[config.mk]
export PLATFORM = sky130hd
export DESIGN_NAME = hpw_power_switch_watchdog
export DESIGN_NICKNAME = d
export VERILOG_FILES = /design/src/hpw_pkg.sv /design/src/hpw_power_switch_watchdog.sv /design/src/hpw_line_driver.sv
export SDC_FILE = /design/constraint.sdc
export NUM_CORES = 1
export LEC_CHECK = 0
export BUFFER_PORTS_ARGS = -buffer_cell sky130_fd_sc_hd__buf_2
export CELL_PAD_IN_SITES_DETAIL_PLACEMENT = 1
export CELL_PAD_IN_SITES_GLOBAL_PLACEMENT = 2
export CORE_MARGIN = 3
export CORE_UTILIZATION = 38
export CTS_CLUSTER_SIZE = 8
export DETAILED_ROUTE_END_ITERATION = 10
export GPL_TIMING_DRIVEN = 0
export PLACE_DENSITY = 0.9
export SYNTH_ARGS = -nofsm -noshare
export SYNTH_HDL_FRONTEND = slang
export SYNTH_SLANG_ARGS = --single-unit
[constraint.sdc]
create_clock -name clk -period 8 [get_ports clk]
set_input_delay 1.6 -clock clk [delete_from_list [all_inputs] [get_ports clk]]
set_output_delay 1.6 -clock clk [all_outputs]
set_load 0.1 [all_outputs]
[src/hpw_pkg.sv]
// Summary of operation
// - Reset and power lines idle undriven
// - Pulse drives asserted level, ends undriven
// - Mask polarity bits: auto, reset, power invert
// - Confirm held 4 s pulses reset 1 s
// - Commands ignored until self restart completes
// - Confirm 0.25 s with host off pulses power
// - Cancel held 4 s powers off, extends 5 s
// - Blank display and backlight while host off
// - Host sense rise restarts module when blanking
// - Indicator dark bit needs blanking bit set
// - Mask bits enable key reset, power up
// - Config command carries mask and pulse length
// - Third config byte selects always-on operation
// - Watchdog command arms seconds, zero disarms
// - Watchdog expiry pulses reset like key reset
// - No second watchdog reset until rearmed
// - Watchdog disarmed after every module power up
// - Status read returns mask and watchdog count
// - Store command saves settings, restored at startup
// - Function bit zero keeps pin default role
package hpw_pkg;

  // ----------------------------------------------------------------
  // Timebase
  // ----------------------------------------------------------------
  localparam int CLK_HZ = 40_000_000;             // Core clock rate
  localparam int TICK_HZ = 32;                    // Tick is 1/32 second
  localparam int TICK_CYCLES_DEF = CLK_HZ / TICK_HZ;
  localparam int TICK_W = 21;                     // Width of tick divider
  localparam int CNT_W = 8;                       // Width of tick counters

  // ----------------------------------------------------------------
  // Times in milliseconds and their tick counts
  // ----------------------------------------------------------------
  localparam int KEY_RESET_HOLD_MS = 4000;
  localparam int RESET_PULSE_MS = 1000;
  localparam int POWER_ON_PRESS_MS = 250;
  localparam int POWER_OFF_HOLD_MS = 4000;
  localparam int POWER_EXTEND_MS = 5000;
  localparam int WDOG_SECOND_MS = 1000;
  localparam logic [CNT_W-1:0] KEY_RESET_HOLD_TICKS = 8'((KEY_RESET_HOLD_MS * TICK_HZ + 999) / 1000);
  localparam logic [CNT_W-1:0] RESET_PULSE_TICKS = 8'((RESET_PULSE_MS * TICK_HZ + 999) / 1000);
  localparam logic [CNT_W-1:0] POWER_ON_PRESS_TICKS = 8'((POWER_ON_PRESS_MS * TICK_HZ + 999) / 1000);
  localparam logic [CNT_W-1:0] POWER_OFF_HOLD_TICKS = 8'((POWER_OFF_HOLD_MS * TICK_HZ + 999) / 1000);
  localparam logic [CNT_W-1:0] POWER_EXTEND_TICKS = 8'((POWER_EXTEND_MS * TICK_HZ) / 1000);
  localparam logic [CNT_W-1:0] WDOG_SECOND_TICKS = 8'((WDOG_SECOND_MS * TICK_HZ + 999) / 1000);
  localparam logic [CNT_W-1:0] CNT_MAX = 8'hff;   // Saturation value
  localparam logic [CNT_W-1:0] CNT_ONE = 8'h01;

  // ----------------------------------------------------------------
  // Function mask fields and defaults
  // ----------------------------------------------------------------
  localparam int MASK_AUTO_POL = 0;
  localparam int MASK_RESET_INV = 1;
  localparam int MASK_POWER_INV = 2;
  localparam int MASK_INDICATORS_DARK = 3;        // indicators_dark_with_display
  localparam int MASK_BLANK = 4;                  // blank_when_host_down
  localparam int MASK_KEY_RESET = 5;
  localparam int MASK_KEY_PON = 6;
  localparam int MASK_KEY_POFF = 7;
  localparam logic [7:0] MASK_DEFAULT = 8'h01;
  localparam logic [7:0] PULSE_DEFAULT = 8'hff;
  localparam logic [7:0] PULSE_HOLD = 8'hff;      // Hold until sense changes
  localparam logic [7:0] EXTRA_DEFAULT = 8'h00;
  localparam logic [7:0] EXTRA_ALWAYS_ON = 8'h01;
  localparam logic IDLE_LVL_DEFAULT = 1'b1;       // Assumed idle level of a line

  // ----------------------------------------------------------------
  // Command packets
  // ----------------------------------------------------------------
  localparam logic [7:0] CMD_STORE = 8'h04;
  localparam logic [7:0] CMD_CONFIG = 8'h1c;
  localparam logic [7:0] CMD_WDOG = 8'h1d;
  localparam logic [7:0] CMD_STATUS = 8'h1e;
  localparam logic [7:0] ACK_FLAG = 8'h40;
  localparam logic [4:0] LEN_ZERO = 5'h00;
  localparam logic [4:0] CFG_LEN_MIN = 5'h01;
  localparam logic [4:0] CFG_LEN_PULSE = 5'h02;
  localparam logic [4:0] CFG_LEN_EXTRA = 5'h03;
  localparam logic [4:0] WDOG_LEN = 5'h01;
  localparam logic [4:0] STATUS_LEN = 5'h0f;
  localparam logic [3:0] RESTART_LAST = 4'hf;     // Last cycle of self restart

  // ----------------------------------------------------------------
  // Sequencer states
  // ----------------------------------------------------------------
  typedef enum logic [2:0] {
    ST_IDLE,
    ST_RST_PULSE,
    ST_PWR_PULSE,
    ST_PWR_EXTEND,
    ST_RESTART
  } hpw_state_e;

endpackage

[src/hpw_power_switch_watchdog.sv]
`timescale 1ns/1ps
module hpw_power_switch_watchdog
#(
  parameter int TICK_CYCLES = hpw_pkg::TICK_CYCLES_DEF
)
(
  input wire logic clk,
  input wire logic rstn,
  input wire logic cmdValid,
  input wire logic [7:0] cmdType,
  input wire logic [4:0] cmdLen,
  input wire logic [7:0] cmdData0,
  input wire logic [7:0] cmdData1,
  input wire logic [7:0] cmdData2,
  input wire logic keyConfirm,
  input wire logic keyCancel,
  input wire logic hostSenseIn,
  input wire logic senseFuncUser,
  input wire logic powerFuncUser,
  input wire logic resetFuncUser,
  input wire logic rstLineIn,
  output logic rstLineOut,
  output logic rstLineOe,
  input wire logic pwrLineIn,
  output logic pwrLineOut,
  output logic pwrLineOe,
  output logic ackValid,
  output logic [7:0] ackType,
  output logic [4:0] ackLen,
  output logic [7:0] statusMask,
  output logic [7:0] statusWdog,
  output logic displayOn,
  output logic backlightOn,
  output logic indicatorsOn,
  output logic moduleAlwaysOn,
  output logic moduleRestart
);
  import hpw_pkg::*;

  // ----------------------------------------------------------------
  // Declarations
  // ----------------------------------------------------------------
  hpw_state_e state_r;                  // Sequencer state
  hpw_state_e stateNxt;                 // Next sequencer state
  logic [TICK_W-1:0] subCnt_r;          // Divider toward 1/32 s tick
  logic tickPulse_r;                    // One cycle per tick
  logic [7:0] mask_r;                   // Working function mask
  logic [7:0] pulseLen_r;               // Power pulse length in ticks
  logic [7:0] extra_r;                  // Extra power functions
  logic [7:0] bootMask_r;               // Stored boot mask
  logic [7:0] bootPulse_r;              // Stored boot pulse length
  logic [7:0] bootExtra_r;              // Stored boot extra functions
  logic [CNT_W-1:0] holdCnt_r [2];      // Key hold time, confirm then cancel
  logic [CNT_W-1:0] pulseCnt_r;         // Ticks spent in current state
  logic [3:0] restartCnt_r;             // Cycles of self restart
  logic [7:0] wdogCnt_r;                // Watchdog seconds left, zero is off
  logic [CNT_W-1:0] wdogSub_r;          // Ticks within a watchdog second
  logic fromCancel_r;                   // Power pulse came from cancel key
  logic senseAtStart_r;                 // Sense level when the pulse began
  logic sensePrev_r;                    // Sense one cycle ago
  logic ackValid_r;
  logic [7:0] ackType_r;
  logic [4:0] ackLen_r;
  logic displayOn_r;
  logic backlightOn_r;
  logic indicatorsOn_r;
  logic moduleAlwaysOn_r;
  logic moduleRestart_r;

  // True in the states that drive the power line
  function automatic logic isPowerState(input hpw_state_e s);
    isPowerState = (s == ST_PWR_PULSE) || (s == ST_PWR_EXTEND);
  endfunction

  // ----------------------------------------------------------------
  // Timebase
  // ----------------------------------------------------------------
  wire tickWrap = (subCnt_r == TICK_W'(TICK_CYCLES - 1));

  // Free running divider, one tick each 1/32 second
  always_ff @(posedge clk)
  begin
    if (!rstn)
    begin
      subCnt_r <= '0;
      tickPulse_r <= 1'b0;
    end
    else
    begin
      subCnt_r <= tickWrap ? '0 : subCnt_r + TICK_W'(1);
      tickPulse_r <= tickWrap;
    end
  end

  // ----------------------------------------------------------------
  // Decoding
  // ----------------------------------------------------------------
  // sense pin in user mode reads as host off
  wire senseHi = hostSenseIn & ~senseFuncUser;
  wire senseRise = senseHi & ~sensePrev_r;
  // no command taken during self restart
  wire cmdOpen = cmdValid && (state_r != ST_RESTART);
  // config accepted with one to three bytes
  wire cfgAccept = cmdOpen && (cmdType == CMD_CONFIG) && (cmdLen >= CFG_LEN_MIN)
    && (cmdLen <= CFG_LEN_EXTRA);
  wire wdogAccept = cmdOpen && (cmdType == CMD_WDOG) && (cmdLen == WDOG_LEN);
  wire statAccept = cmdOpen && (cmdType == CMD_STATUS) && (cmdLen == LEN_ZERO);
  wire storeAccept = cmdOpen && (cmdType == CMD_STORE) && (cmdLen == LEN_ZERO);
  wire anyAccept = cfgAccept | wdogAccept | statAccept | storeAccept;
  wire restartDone = (state_r == ST_RESTART) && (restartCnt_r == RESTART_LAST);
  wire idle = (state_r == ST_IDLE);
  wire [1:0] keyHeld = {keyCancel, keyConfirm};
  // sense rise restarts the module in blank mode
  wire hostUpRestart = mask_r[MASK_BLANK] && senseRise;
  // confirm held long enough with host on
  wire keyResetGo = mask_r[MASK_KEY_RESET] && senseHi && keyConfirm && tickPulse_r
    && (holdCnt_r[0] == KEY_RESET_HOLD_TICKS - CNT_ONE);
  // short confirm press with host off
  wire ponGo = mask_r[MASK_KEY_PON] && !senseHi && keyConfirm && tickPulse_r
    && (holdCnt_r[0] == POWER_ON_PRESS_TICKS - CNT_ONE);
  // cancel hold power down enable bit
  wire poffGo = mask_r[MASK_KEY_POFF] && senseHi && keyCancel && tickPulse_r
    && (holdCnt_r[1] == POWER_OFF_HOLD_TICKS - CNT_ONE);
  wire secTick = tickPulse_r && (wdogSub_r == WDOG_SECOND_TICKS - CNT_ONE);
  // expiry when the last second runs out
  wire wdogFire = idle && (wdogCnt_r == CNT_ONE) && secTick && !wdogAccept && !hostUpRestart;
  wire holdMode = (pulseLen_r == PULSE_HOLD);
  wire [CNT_W-1:0] lenEff = (pulseLen_r == '0) ? CNT_ONE : pulseLen_r;
  // length in ticks, or hold until sense changes
  wire pwrDone = holdMode ? (senseHi != senseAtStart_r)
    : (tickPulse_r && (pulseCnt_r == lenEff - CNT_ONE));
  wire rstDone = tickPulse_r && (pulseCnt_r == RESET_PULSE_TICKS - CNT_ONE);
  wire extDone = tickPulse_r && (pulseCnt_r == POWER_EXTEND_TICKS - CNT_ONE);
  // requests exist only in the pulse and extend states
  wire rstReq = (stateNxt == ST_RST_PULSE) && !resetFuncUser;
  wire pwrReq = isPowerState(stateNxt) && !powerFuncUser;

  // ----------------------------------------------------------------
  // Sequencer
  // ----------------------------------------------------------------
  // Next state; restart from host rise wins over key starts
  always_comb
  begin
    stateNxt = state_r;
    unique case (state_r)
      ST_IDLE:
      begin
        if (hostUpRestart)
          stateNxt = ST_RESTART;
        else if (wdogFire || keyResetGo)
          stateNxt = ST_RST_PULSE;
        else if (ponGo || poffGo)
          stateNxt = ST_PWR_PULSE;
      end
      ST_RST_PULSE:
      begin
        // reset pulse is followed by self restart
        if (rstDone)
          stateNxt = ST_RESTART;
      end
      ST_PWR_PULSE:
      begin
        if (hostUpRestart)
          stateNxt = ST_RESTART;
        else if (pwrDone)
          // cancel still held extends the drive
          stateNxt = (fromCancel_r && keyCancel) ? ST_PWR_EXTEND : ST_IDLE;
      end
      ST_PWR_EXTEND:
      begin
        if (hostUpRestart)
          stateNxt = ST_RESTART;
        else if (!keyCancel || extDone)
          stateNxt = ST_IDLE;
      end
      ST_RESTART:
      begin
        if (restartDone)
          stateNxt = ST_IDLE;
      end
    endcase
  end

  // State and per-state tick counter
  always_ff @(posedge clk)
  begin
    if (!rstn)
    begin
      state_r <= ST_IDLE;
      pulseCnt_r <= '0;
    end
    else
    begin
      state_r <= stateNxt;
      if (stateNxt != state_r)
        pulseCnt_r <= '0;
      else if (tickPulse_r && pulseCnt_r != CNT_MAX)
        pulseCnt_r <= pulseCnt_r + CNT_ONE;
    end
  end

  // Pulse context captured while idle, restart length counter
  always_ff @(posedge clk)
  begin
    if (!rstn)
    begin
      fromCancel_r <= 1'b0;
      senseAtStart_r <= 1'b0;
      sensePrev_r <= 1'b0;
      restartCnt_r <= '0;
    end
    else
    begin
      if (idle)
      begin
        fromCancel_r <= poffGo;
        senseAtStart_r <= senseHi;
      end
      sensePrev_r <= senseHi;
      restartCnt_r <= (state_r == ST_RESTART) ? restartCnt_r + 4'h1 : 4'h0;
    end
  end

  // ----------------------------------------------------------------
  // Key hold counters
  // ----------------------------------------------------------------
  genvar gk;
  generate
    for (gk = 0; gk < 2; gk++)
    begin : g_hold
      // Counts ticks a key stays down; cleared on release or restart
      always_ff @(posedge clk)
      begin
        if (!rstn || !keyHeld[gk] || state_r == ST_RESTART)
          holdCnt_r[gk] <= '0;
        else if (tickPulse_r && holdCnt_r[gk] != CNT_MAX)
          holdCnt_r[gk] <= holdCnt_r[gk] + CNT_ONE;
      end
    end
  endgenerate

  // ----------------------------------------------------------------
  // Configuration and boot store
  // ----------------------------------------------------------------
  // Working settings; reload from the boot store on self restart
  always_ff @(posedge clk)
  begin
    if (!rstn)
    begin
      mask_r <= MASK_DEFAULT;
      pulseLen_r <= PULSE_DEFAULT;
      extra_r <= EXTRA_DEFAULT;
    end
    else if (restartDone)
    begin
      mask_r <= bootMask_r;
      pulseLen_r <= bootPulse_r;
      extra_r <= bootExtra_r;
    end
    else if (cfgAccept)
    begin
      // mask bits enable the key functions
      mask_r <= cmdData0;
      if (cmdLen >= CFG_LEN_PULSE)
        pulseLen_r <= cmdData1;
      if (cmdLen >= CFG_LEN_EXTRA)
        extra_r <= cmdData2;
    end
  end

  // store command saves the working settings
  always_ff @(posedge clk)
  begin
    if (!rstn)
    begin
      bootMask_r <= MASK_DEFAULT;
      bootPulse_r <= PULSE_DEFAULT;
      bootExtra_r <= EXTRA_DEFAULT;
    end
    else if (storeAccept)
    begin
      bootMask_r <= mask_r;
      bootPulse_r <= pulseLen_r;
      bootExtra_r <= extra_r;
    end
  end

  // ----------------------------------------------------------------
  // Watchdog
  // ----------------------------------------------------------------
  // off after reset and after every self restart
  always_ff @(posedge clk)
  begin
    if (!rstn || restartDone)
    begin
      wdogCnt_r <= '0;
      wdogSub_r <= '0;
    end
    else if (wdogAccept)
    begin
      // arm with the given seconds, zero disarms
      wdogCnt_r <= cmdData0;
      wdogSub_r <= '0;
    end
    else if (wdogCnt_r != '0 && idle && tickPulse_r)
    begin
      wdogSub_r <= secTick ? '0 : wdogSub_r + CNT_ONE;
      // count reaching zero leaves it disarmed
      if (secTick)
        wdogCnt_r <= wdogCnt_r - CNT_ONE;
    end
  end

  // ----------------------------------------------------------------
  // Acknowledge and display outputs
  // ----------------------------------------------------------------
  // acknowledge type is request with bit 6 set
  always_ff @(posedge clk)
  begin
    if (!rstn)
    begin
      ackValid_r <= 1'b0;
      ackType_r <= '0;
      ackLen_r <= '0;
    end
    else
    begin
      ackValid_r <= anyAccept;
      ackType_r <= anyAccept ? (cmdType | ACK_FLAG) : ackType_r;
      ackLen_r <= statAccept ? STATUS_LEN : (anyAccept ? LEN_ZERO : ackLen_r);
    end
  end

  // blank screen and backlight while host is off
  always_ff @(posedge clk)
  begin
    if (!rstn)
    begin
      displayOn_r <= 1'b1;
      backlightOn_r <= 1'b1;
      indicatorsOn_r <= 1'b1;
      moduleAlwaysOn_r <= 1'b0;
      moduleRestart_r <= 1'b0;
    end
    else
    begin
      displayOn_r <= !(mask_r[MASK_BLANK] && !senseHi);
      backlightOn_r <= !(mask_r[MASK_BLANK] && !senseHi);
      // indicator bit only counts with blanking on
      indicatorsOn_r <= !(mask_r[MASK_BLANK] && mask_r[MASK_INDICATORS_DARK] && !senseHi);
      moduleAlwaysOn_r <= (extra_r == EXTRA_ALWAYS_ON);
      moduleRestart_r <= (stateNxt == ST_RESTART);
    end
  end

  // ----------------------------------------------------------------
  // Line drivers
  // ----------------------------------------------------------------
  // drive asserted level, release to end the pulse
  hpw_line_driver u_rst_drv
  (
    .clk(clk),
    .rstn(rstn),
    .assertReq(rstReq),
    .autoPol(mask_r[MASK_AUTO_POL]),
    .invert(mask_r[MASK_RESET_INV]),
    .lineIn(rstLineIn),
    .lineOut(rstLineOut),
    .lineOe(rstLineOe)
  );

  // power line polarity from its own invert bit unless the auto polarity bit is set
  hpw_line_driver u_pwr_drv
  (
    .clk(clk),
    .rstn(rstn),
    .assertReq(pwrReq),
    .autoPol(mask_r[MASK_AUTO_POL]),
    .invert(mask_r[MASK_POWER_INV]),
    .lineIn(pwrLineIn),
    .lineOut(pwrLineOut),
    .lineOe(pwrLineOe)
  );

  // pins left in default role by the host
  assign ackValid = ackValid_r;
  assign ackType = ackType_r;
  assign ackLen = ackLen_r;
  assign statusMask = mask_r;
  assign statusWdog = wdogCnt_r;
  assign displayOn = displayOn_r;
  assign backlightOn = backlightOn_r;
  assign indicatorsOn = indicatorsOn_r;
  assign moduleAlwaysOn = moduleAlwaysOn_r;
  assign moduleRestart = moduleRestart_r;

  // ----------------------------------------------------------------
  // Checks
  // ----------------------------------------------------------------
  a_rst_line_hiz: assert property (@(posedge clk) disable iff (!rstn)
    (state_r != ST_RST_PULSE) |-> !rstLineOe) else $error("reset line driven outside pulse");
  a_pwr_line_hiz: assert property (@(posedge clk) disable iff (!rstn)
    !isPowerState(state_r) |-> !pwrLineOe) else $error("power line driven outside pulse");
  a_rst_drive_lvl: assert property (@(posedge clk) disable iff (!rstn)
    (rstLineOe && !$past(mask_r[MASK_AUTO_POL])) |-> (rstLineOut == $past(mask_r[MASK_RESET_INV])))
    else $error("reset line level does not follow invert bit");
  a_rst_pulse_len: assert property (@(posedge clk) disable iff (!rstn)
    (state_r == ST_RST_PULSE && !(tickPulse_r && pulseCnt_r == RESET_PULSE_TICKS - CNT_ONE))
    |=> (state_r == ST_RST_PULSE)) else $error("reset pulse ended early");
  a_restart_follow: assert property (@(posedge clk) disable iff (!rstn)
    (state_r == ST_RST_PULSE) ##1 (state_r != ST_RST_PULSE) |-> (state_r == ST_RESTART))
    else $error("reset pulse not followed by restart");
  a_cmd_ignored: assert property (@(posedge clk) disable iff (!rstn)
    (state_r == ST_RESTART && cmdValid) |=> !ackValid_r) else $error("command taken in restart");
  a_extend_max: assert property (@(posedge clk) disable iff (!rstn)
    (state_r == ST_PWR_EXTEND) |-> (pulseCnt_r < POWER_EXTEND_TICKS)) else $error("extension too long");
  a_blank_host_off: assert property (@(posedge clk) disable iff (!rstn)
    (mask_r[MASK_BLANK] && !senseHi) |=> (!displayOn_r && !backlightOn_r)) else $error("display lit");
  a_leds_need_blank: assert property (@(posedge clk) disable iff (!rstn)
    !mask_r[MASK_BLANK] |=> indicatorsOn_r) else $error("indicators dark without blanking");
  a_wdog_disarm: assert property (@(posedge clk) disable iff (!rstn)
    wdogFire |=> (wdogCnt_r == '0) && (state_r == ST_RST_PULSE)) else $error("watchdog still armed");
  a_cfg_ack: assert property (@(posedge clk) disable iff (!rstn)
    cfgAccept |=> ackValid_r && (ackType_r == (CMD_CONFIG | ACK_FLAG)) && (ackLen_r == LEN_ZERO))
    else $error("config not acknowledged");

endmodule // hpw_power_switch_watchdog

[src/hpw_line_driver.sv]
`timescale 1ns/1ps
module hpw_line_driver
(
  input wire logic clk,
  input wire logic rstn,
  input wire logic assertReq,
  input wire logic autoPol,
  input wire logic invert,
  input wire logic lineIn,
  output logic lineOut,
  output logic lineOe
);
  import hpw_pkg::*;

  // ----------------------------------------------------------------
  // Polarity and drive
  // ----------------------------------------------------------------
  logic idleLvl_r;   // Level the line rests at while undriven
  logic lineOut_r;   // Driven level
  logic lineOe_r;    // Drive enable

  // Auto mode drives against the observed idle level
  wire driveLvl = autoPol ? ~idleLvl_r : invert;

  // Learns the idle level only while the line is released
  always_ff @(posedge clk)
  begin
    if (!rstn)
    begin
      idleLvl_r <= IDLE_LVL_DEFAULT;
      lineOut_r <= 1'b0;
      lineOe_r <= 1'b0;
    end
    else
    begin
      if (!lineOe_r)
      begin
        idleLvl_r <= lineIn;
      end
      lineOut_r <= assertReq ? driveLvl : 1'b0;
      lineOe_r <= assertReq;
    end
  end

  assign lineOut = lineOut_r;
  assign lineOe = lineOe_r;

endmodule // hpw_line_driver

==> impl_metrics.yaml <==
final_layout:
  layout.nets: 940
  area_delta_synth_final_pct: 19.3
  antennaDiodeCount: 0
  postLayoutCoreUtil: 0.465
  final_layout_size_suffix_gt1_frac: 0.169
  finalNonFillerCells: 1120
logic_synthesis:
  synth_common_cells: "sky130_fd_sc_hd__dfxtp_1 (124), sky130_fd_sc_hd__nand2_1 (111), sky130_fd_sc_hd__nor2_1 (103), sky130_fd_sc_hd__nand3_1 (43), sky130_fd_sc_hd__xor2_1 (32)"
  synthMostInstantiatedCell: "sky130_fd_sc_hd__dfxtp_1"
  seq_area_frac_synth: 0.438
  synth-seq-cells: 140
  synthTopCellsByArea: "sky130_fd_sc_hd__dfxtp_1 (37%), sky130_fd_sc_hd__edfxtp_1 (7.1%), sky130_fd_sc_hd__nand2_1 (6.2%)"
  postSynth.topFlopCell: "sky130_fd_sc_hd__dfxtp_1"
  syn_avg_cell_area_sq_um: 8.67
  synthesized_netlist_cell_count: 780
  syn_std_cell_area_sq_um: 6770
  ys_warn_count: 0
  synth_top_area_share: 0.367
  postSynth.asyncResetShare: 0
  synth_nets: 837
  count_of_flip_flops_with_a_built_in_enable_after_synthesis: 16
  synthDistinctLibCells: 66
  synth_largest_area_cell: "sky130_fd_sc_hd__dfxtp_1"
sta:
  setup_tns_final_ns: 0
  finalHoldViolations: 0
  layout_min_cycle_time_ns: 3.96
  fin_worst_hold_slack_ns: 0.450
  min_period_over_period: 0.495
  setup_repair_after_global_routing_missed_its_margin: "false"
  max_clock_freq_ghz: 0.253
  slew_viol_final: 0
  worst_clock_skew_on_the_final_layout_ns: 0.0114
  relSlewSlack: 0.300
  worstMarginPinSlew_ns: 1.04
  setup_viol: 0
detailed_routing:
  avgRoutedWirePerCell_um: 17.8
  initialDrtViolationCount: 268
  drt-met1-wl_mm: 9.46
  vias_per_cell: 5.42
  ant_nets: 0
  via_count: 6070
  wl_mm: 20.0
  wl_met3_um: 756
  top_layer_used: "met4"
  number_of_iterations_in_the_first_detailed_routing_pass: 4
  drt_drc_violations_left: 0
  wl_met2_mm: 9.55
place:
  port-buffer-count: 84
  gp_congestion: 0.870
  place.detailed.hpwl_mm: 14.7
  dp.cells: 1089
clock_network:
  cts_max_level: 4
  clock_sinks: 140
  clock_path_buffers: 2
  cts-root-buf: "sky130_fd_sc_hd__clkbuf_16"
  tritoncts: "built"
  cts_hold_buffers: 0
  post_cts.resized_instances: 0
  numCtsBuffers: 17
  cts.repair_timing.setup_buffer_count: 0
  clock_latency_ns: 0.42
  clk_pin_slew_worst_paths_ns: 0.06
global_routing:
  track_usage: 0.207
  grt_antenna_before_repair: 0
  grt_overflow_total: 0
  first_global_vias: 6122
  pin_count_of_the_biggest_net_entering_global_routing: 17
  wire_length_of_the_first_global_routing_pass_mm: 32.2
run:
  cap_viol_max_count: 0
worst_setup_path:
  critPathMaxFanout: 10
  critPathLaunchType: "primary input"
  worst_ep_arrival_ns: 4.24
  critPathLaunch: "cmdType[7]"
  worstReg2RegStart: "state_r[1]"
  required_time_at_the_worst_slack_endpoint_ns: 8.28
  worst-setup-path-type: "in -> reg"
  end_kind: "flop"
  r2r.worst_path.cells: 8
pwr:
  p_sw_frac: 0.273
  netSwitchingPower_uw: 488
  pwr_density_cell_nw_per_um2: 222
  seqPwrFrac: 0.419
  ir_drop_v: 0.000178
  power.static_leakage_nw: 3.17
  clockPowerShare: 0.456
  power.combinational.fraction: 0.125
  intPower_mw: 1.30
die:
  die-width_um: 139
  row_count: 48
  die_h_um: 139
  die_area_sq_um: 19400
  pin_count: 87
  core_region_area_sq_um: 17400
  floorplan.initialDensity: 0.390
min_path:
  min_path_cells: 1
  hold_removal_path_class: "reg -> reg"
  worstHoldStart: "subCnt_r[0]"
status:
  outcome: "complete, no violations"
-- registers in the layout, indices dropped and copies added, names as in the netlist, 3 cells and up --
signal,cells
restartCnt_r,4
bootExtra_r,8
bootPulse_r,8
ackType,8
statusMask,8
wdogSub_r,8
subCnt_r,21
pulseLen_r,8
bootMask_r,8
pulseCnt_r,8
state_r,3
extra_r,8
statusWdog,8
holdCnt_r,16
-- metal layers --
| metal | GRT usage | up-vias |
|---|---|---|
| met5 | 0 | - |
| met4 | 0.0541 | 0 |
| met3 | 0.0502 | 16 |
| met2 | 0.340 | 104 |
| met1 | 0.274 | 2980 |
| li1 | - | 2970 |
-- cell type report --
| class | instances | area (sq um) |
|---|---|---|
| inverters | 14 | 52.6 |
| plain buffers | 41 | 190 |
| clock buffers | 19 | 443 |
| multi-input cells | 585 | 3560 |
| repair buffers | 84 | 420 |
| well taps | 225 | 282 |
| flip-flops and latches | 140 | 2960 |
| clock inverters | 12 | 161 |
| fillers | 2108 | 9280 |
-- cell usage in the layout, fill, tap and decap left out, types with 5 or more instances in the layout --
cell type                   instances
sky130_fd_sc_hd__ha_1               9
sky130_fd_sc_hd__nor3_1            10
sky130_fd_sc_hd__buf_4              9
sky130_fd_sc_hd__clkbuf_16         17
sky130_fd_sc_hd__nand3b_1           5
sky130_fd_sc_hd__clkbuf_1          31
sky130_fd_sc_hd__mux2i_1           20
sky130_fd_sc_hd__nor4_1            14
sky130_fd_sc_hd__nand4_1           20
sky130_fd_sc_hd__inv_1             13
sky130_fd_sc_hd__a311oi_1           7
sky130_fd_sc_hd__nor2_1           103
sky130_fd_sc_hd__nor4b_1            5
sky130_fd_sc_hd__or2_2              5
sky130_fd_sc_hd__o211ai_1           5
sky130_fd_sc_hd__nand2_1          111
sky130_fd_sc_hd__xnor2_1           28
sky130_fd_sc_hd__o21ai_0           11
sky130_fd_sc_hd__or3_1             14
sky130_fd_sc_hd__and3_1            19
sky130_fd_sc_hd__dfxtp_1          124
sky130_fd_sc_hd__and4_1             6
sky130_fd_sc_hd__edfxtp_1          16
sky130_fd_sc_hd__a211oi_1          19
sky130_fd_sc_hd__a21oi_1           31
sky130_fd_sc_hd__mux2_2             8
sky130_fd_sc_hd__nand3_1           43
sky130_fd_sc_hd__xor2_1            32
sky130_fd_sc_hd__buf_2             86
-- metrics by stage --
stage	cell area, sq um	total power, mW	worst slack, ns
6_report	8070	1.79	4.04
5_1_grt	8070	1.86	3.71
4_1_cts	8070	1.80	4.06
3_5_place_dp	7470	0.986	3.62
3_3_place_gp	7470	0.984	3.59
2_1_floorplan	6770	0.917	4.14
-- power groups by stage --
| stage | Combinational (mW) | Clock (mW) | Sequential, mW |
|---|---|---|---|
| after global placement | 0.219 | 0 | 0.765 |
| after CTS | 0.222 | 0.832 | 0.750 |
| final | 0.223 | 0.816 | 0.751 |
| after detailed placement | 0.220 | 0 | 0.765 |
| after floorplan | 0.135 | 0 | 0.782 |
| after global routing | 0.241 | 0.868 | 0.753 |
-- worst paths after layout --
kind | slack [ns] | end
max | 4.04 | pulseLen_r[3]
min | 0.45 | subCnt_r[0]
max reg2reg | 4.44 | pulseLen_r[3]
min reg2reg | 0.45 | subCnt_r[0]
-- logic make-up (layout without fill, tap and decap cells) --
family,Yosys count,count (layout),synth area share
simple gates,379,379,0.275
flops,140,140,0.438
compound gates,108,108,0.114
xor+xnor,60,60,0.0777
buf+inv,55,170,0.0359
mux,28,28,0.0429
fa+ha+maj,9,9,0.0166
other cells,1,1,0.000554
-- critical path: stages --
cell,delay [ns]
sky130_fd_sc_hd__buf_2,0.10
sky130_fd_sc_hd__nor4b_1,0.28
sky130_fd_sc_hd__nand3b_1,0.32
sky130_fd_sc_hd__nor2_1,0.27
sky130_fd_sc_hd__nand3b_1,0.37
sky130_fd_sc_hd__o21ai_1,0.94
sky130_fd_sc_hd__mux2i_1,0.27
sky130_fd_sc_hd__nand2_1,0.07
No activity file was read; power rests on OpenSTA's default activity.
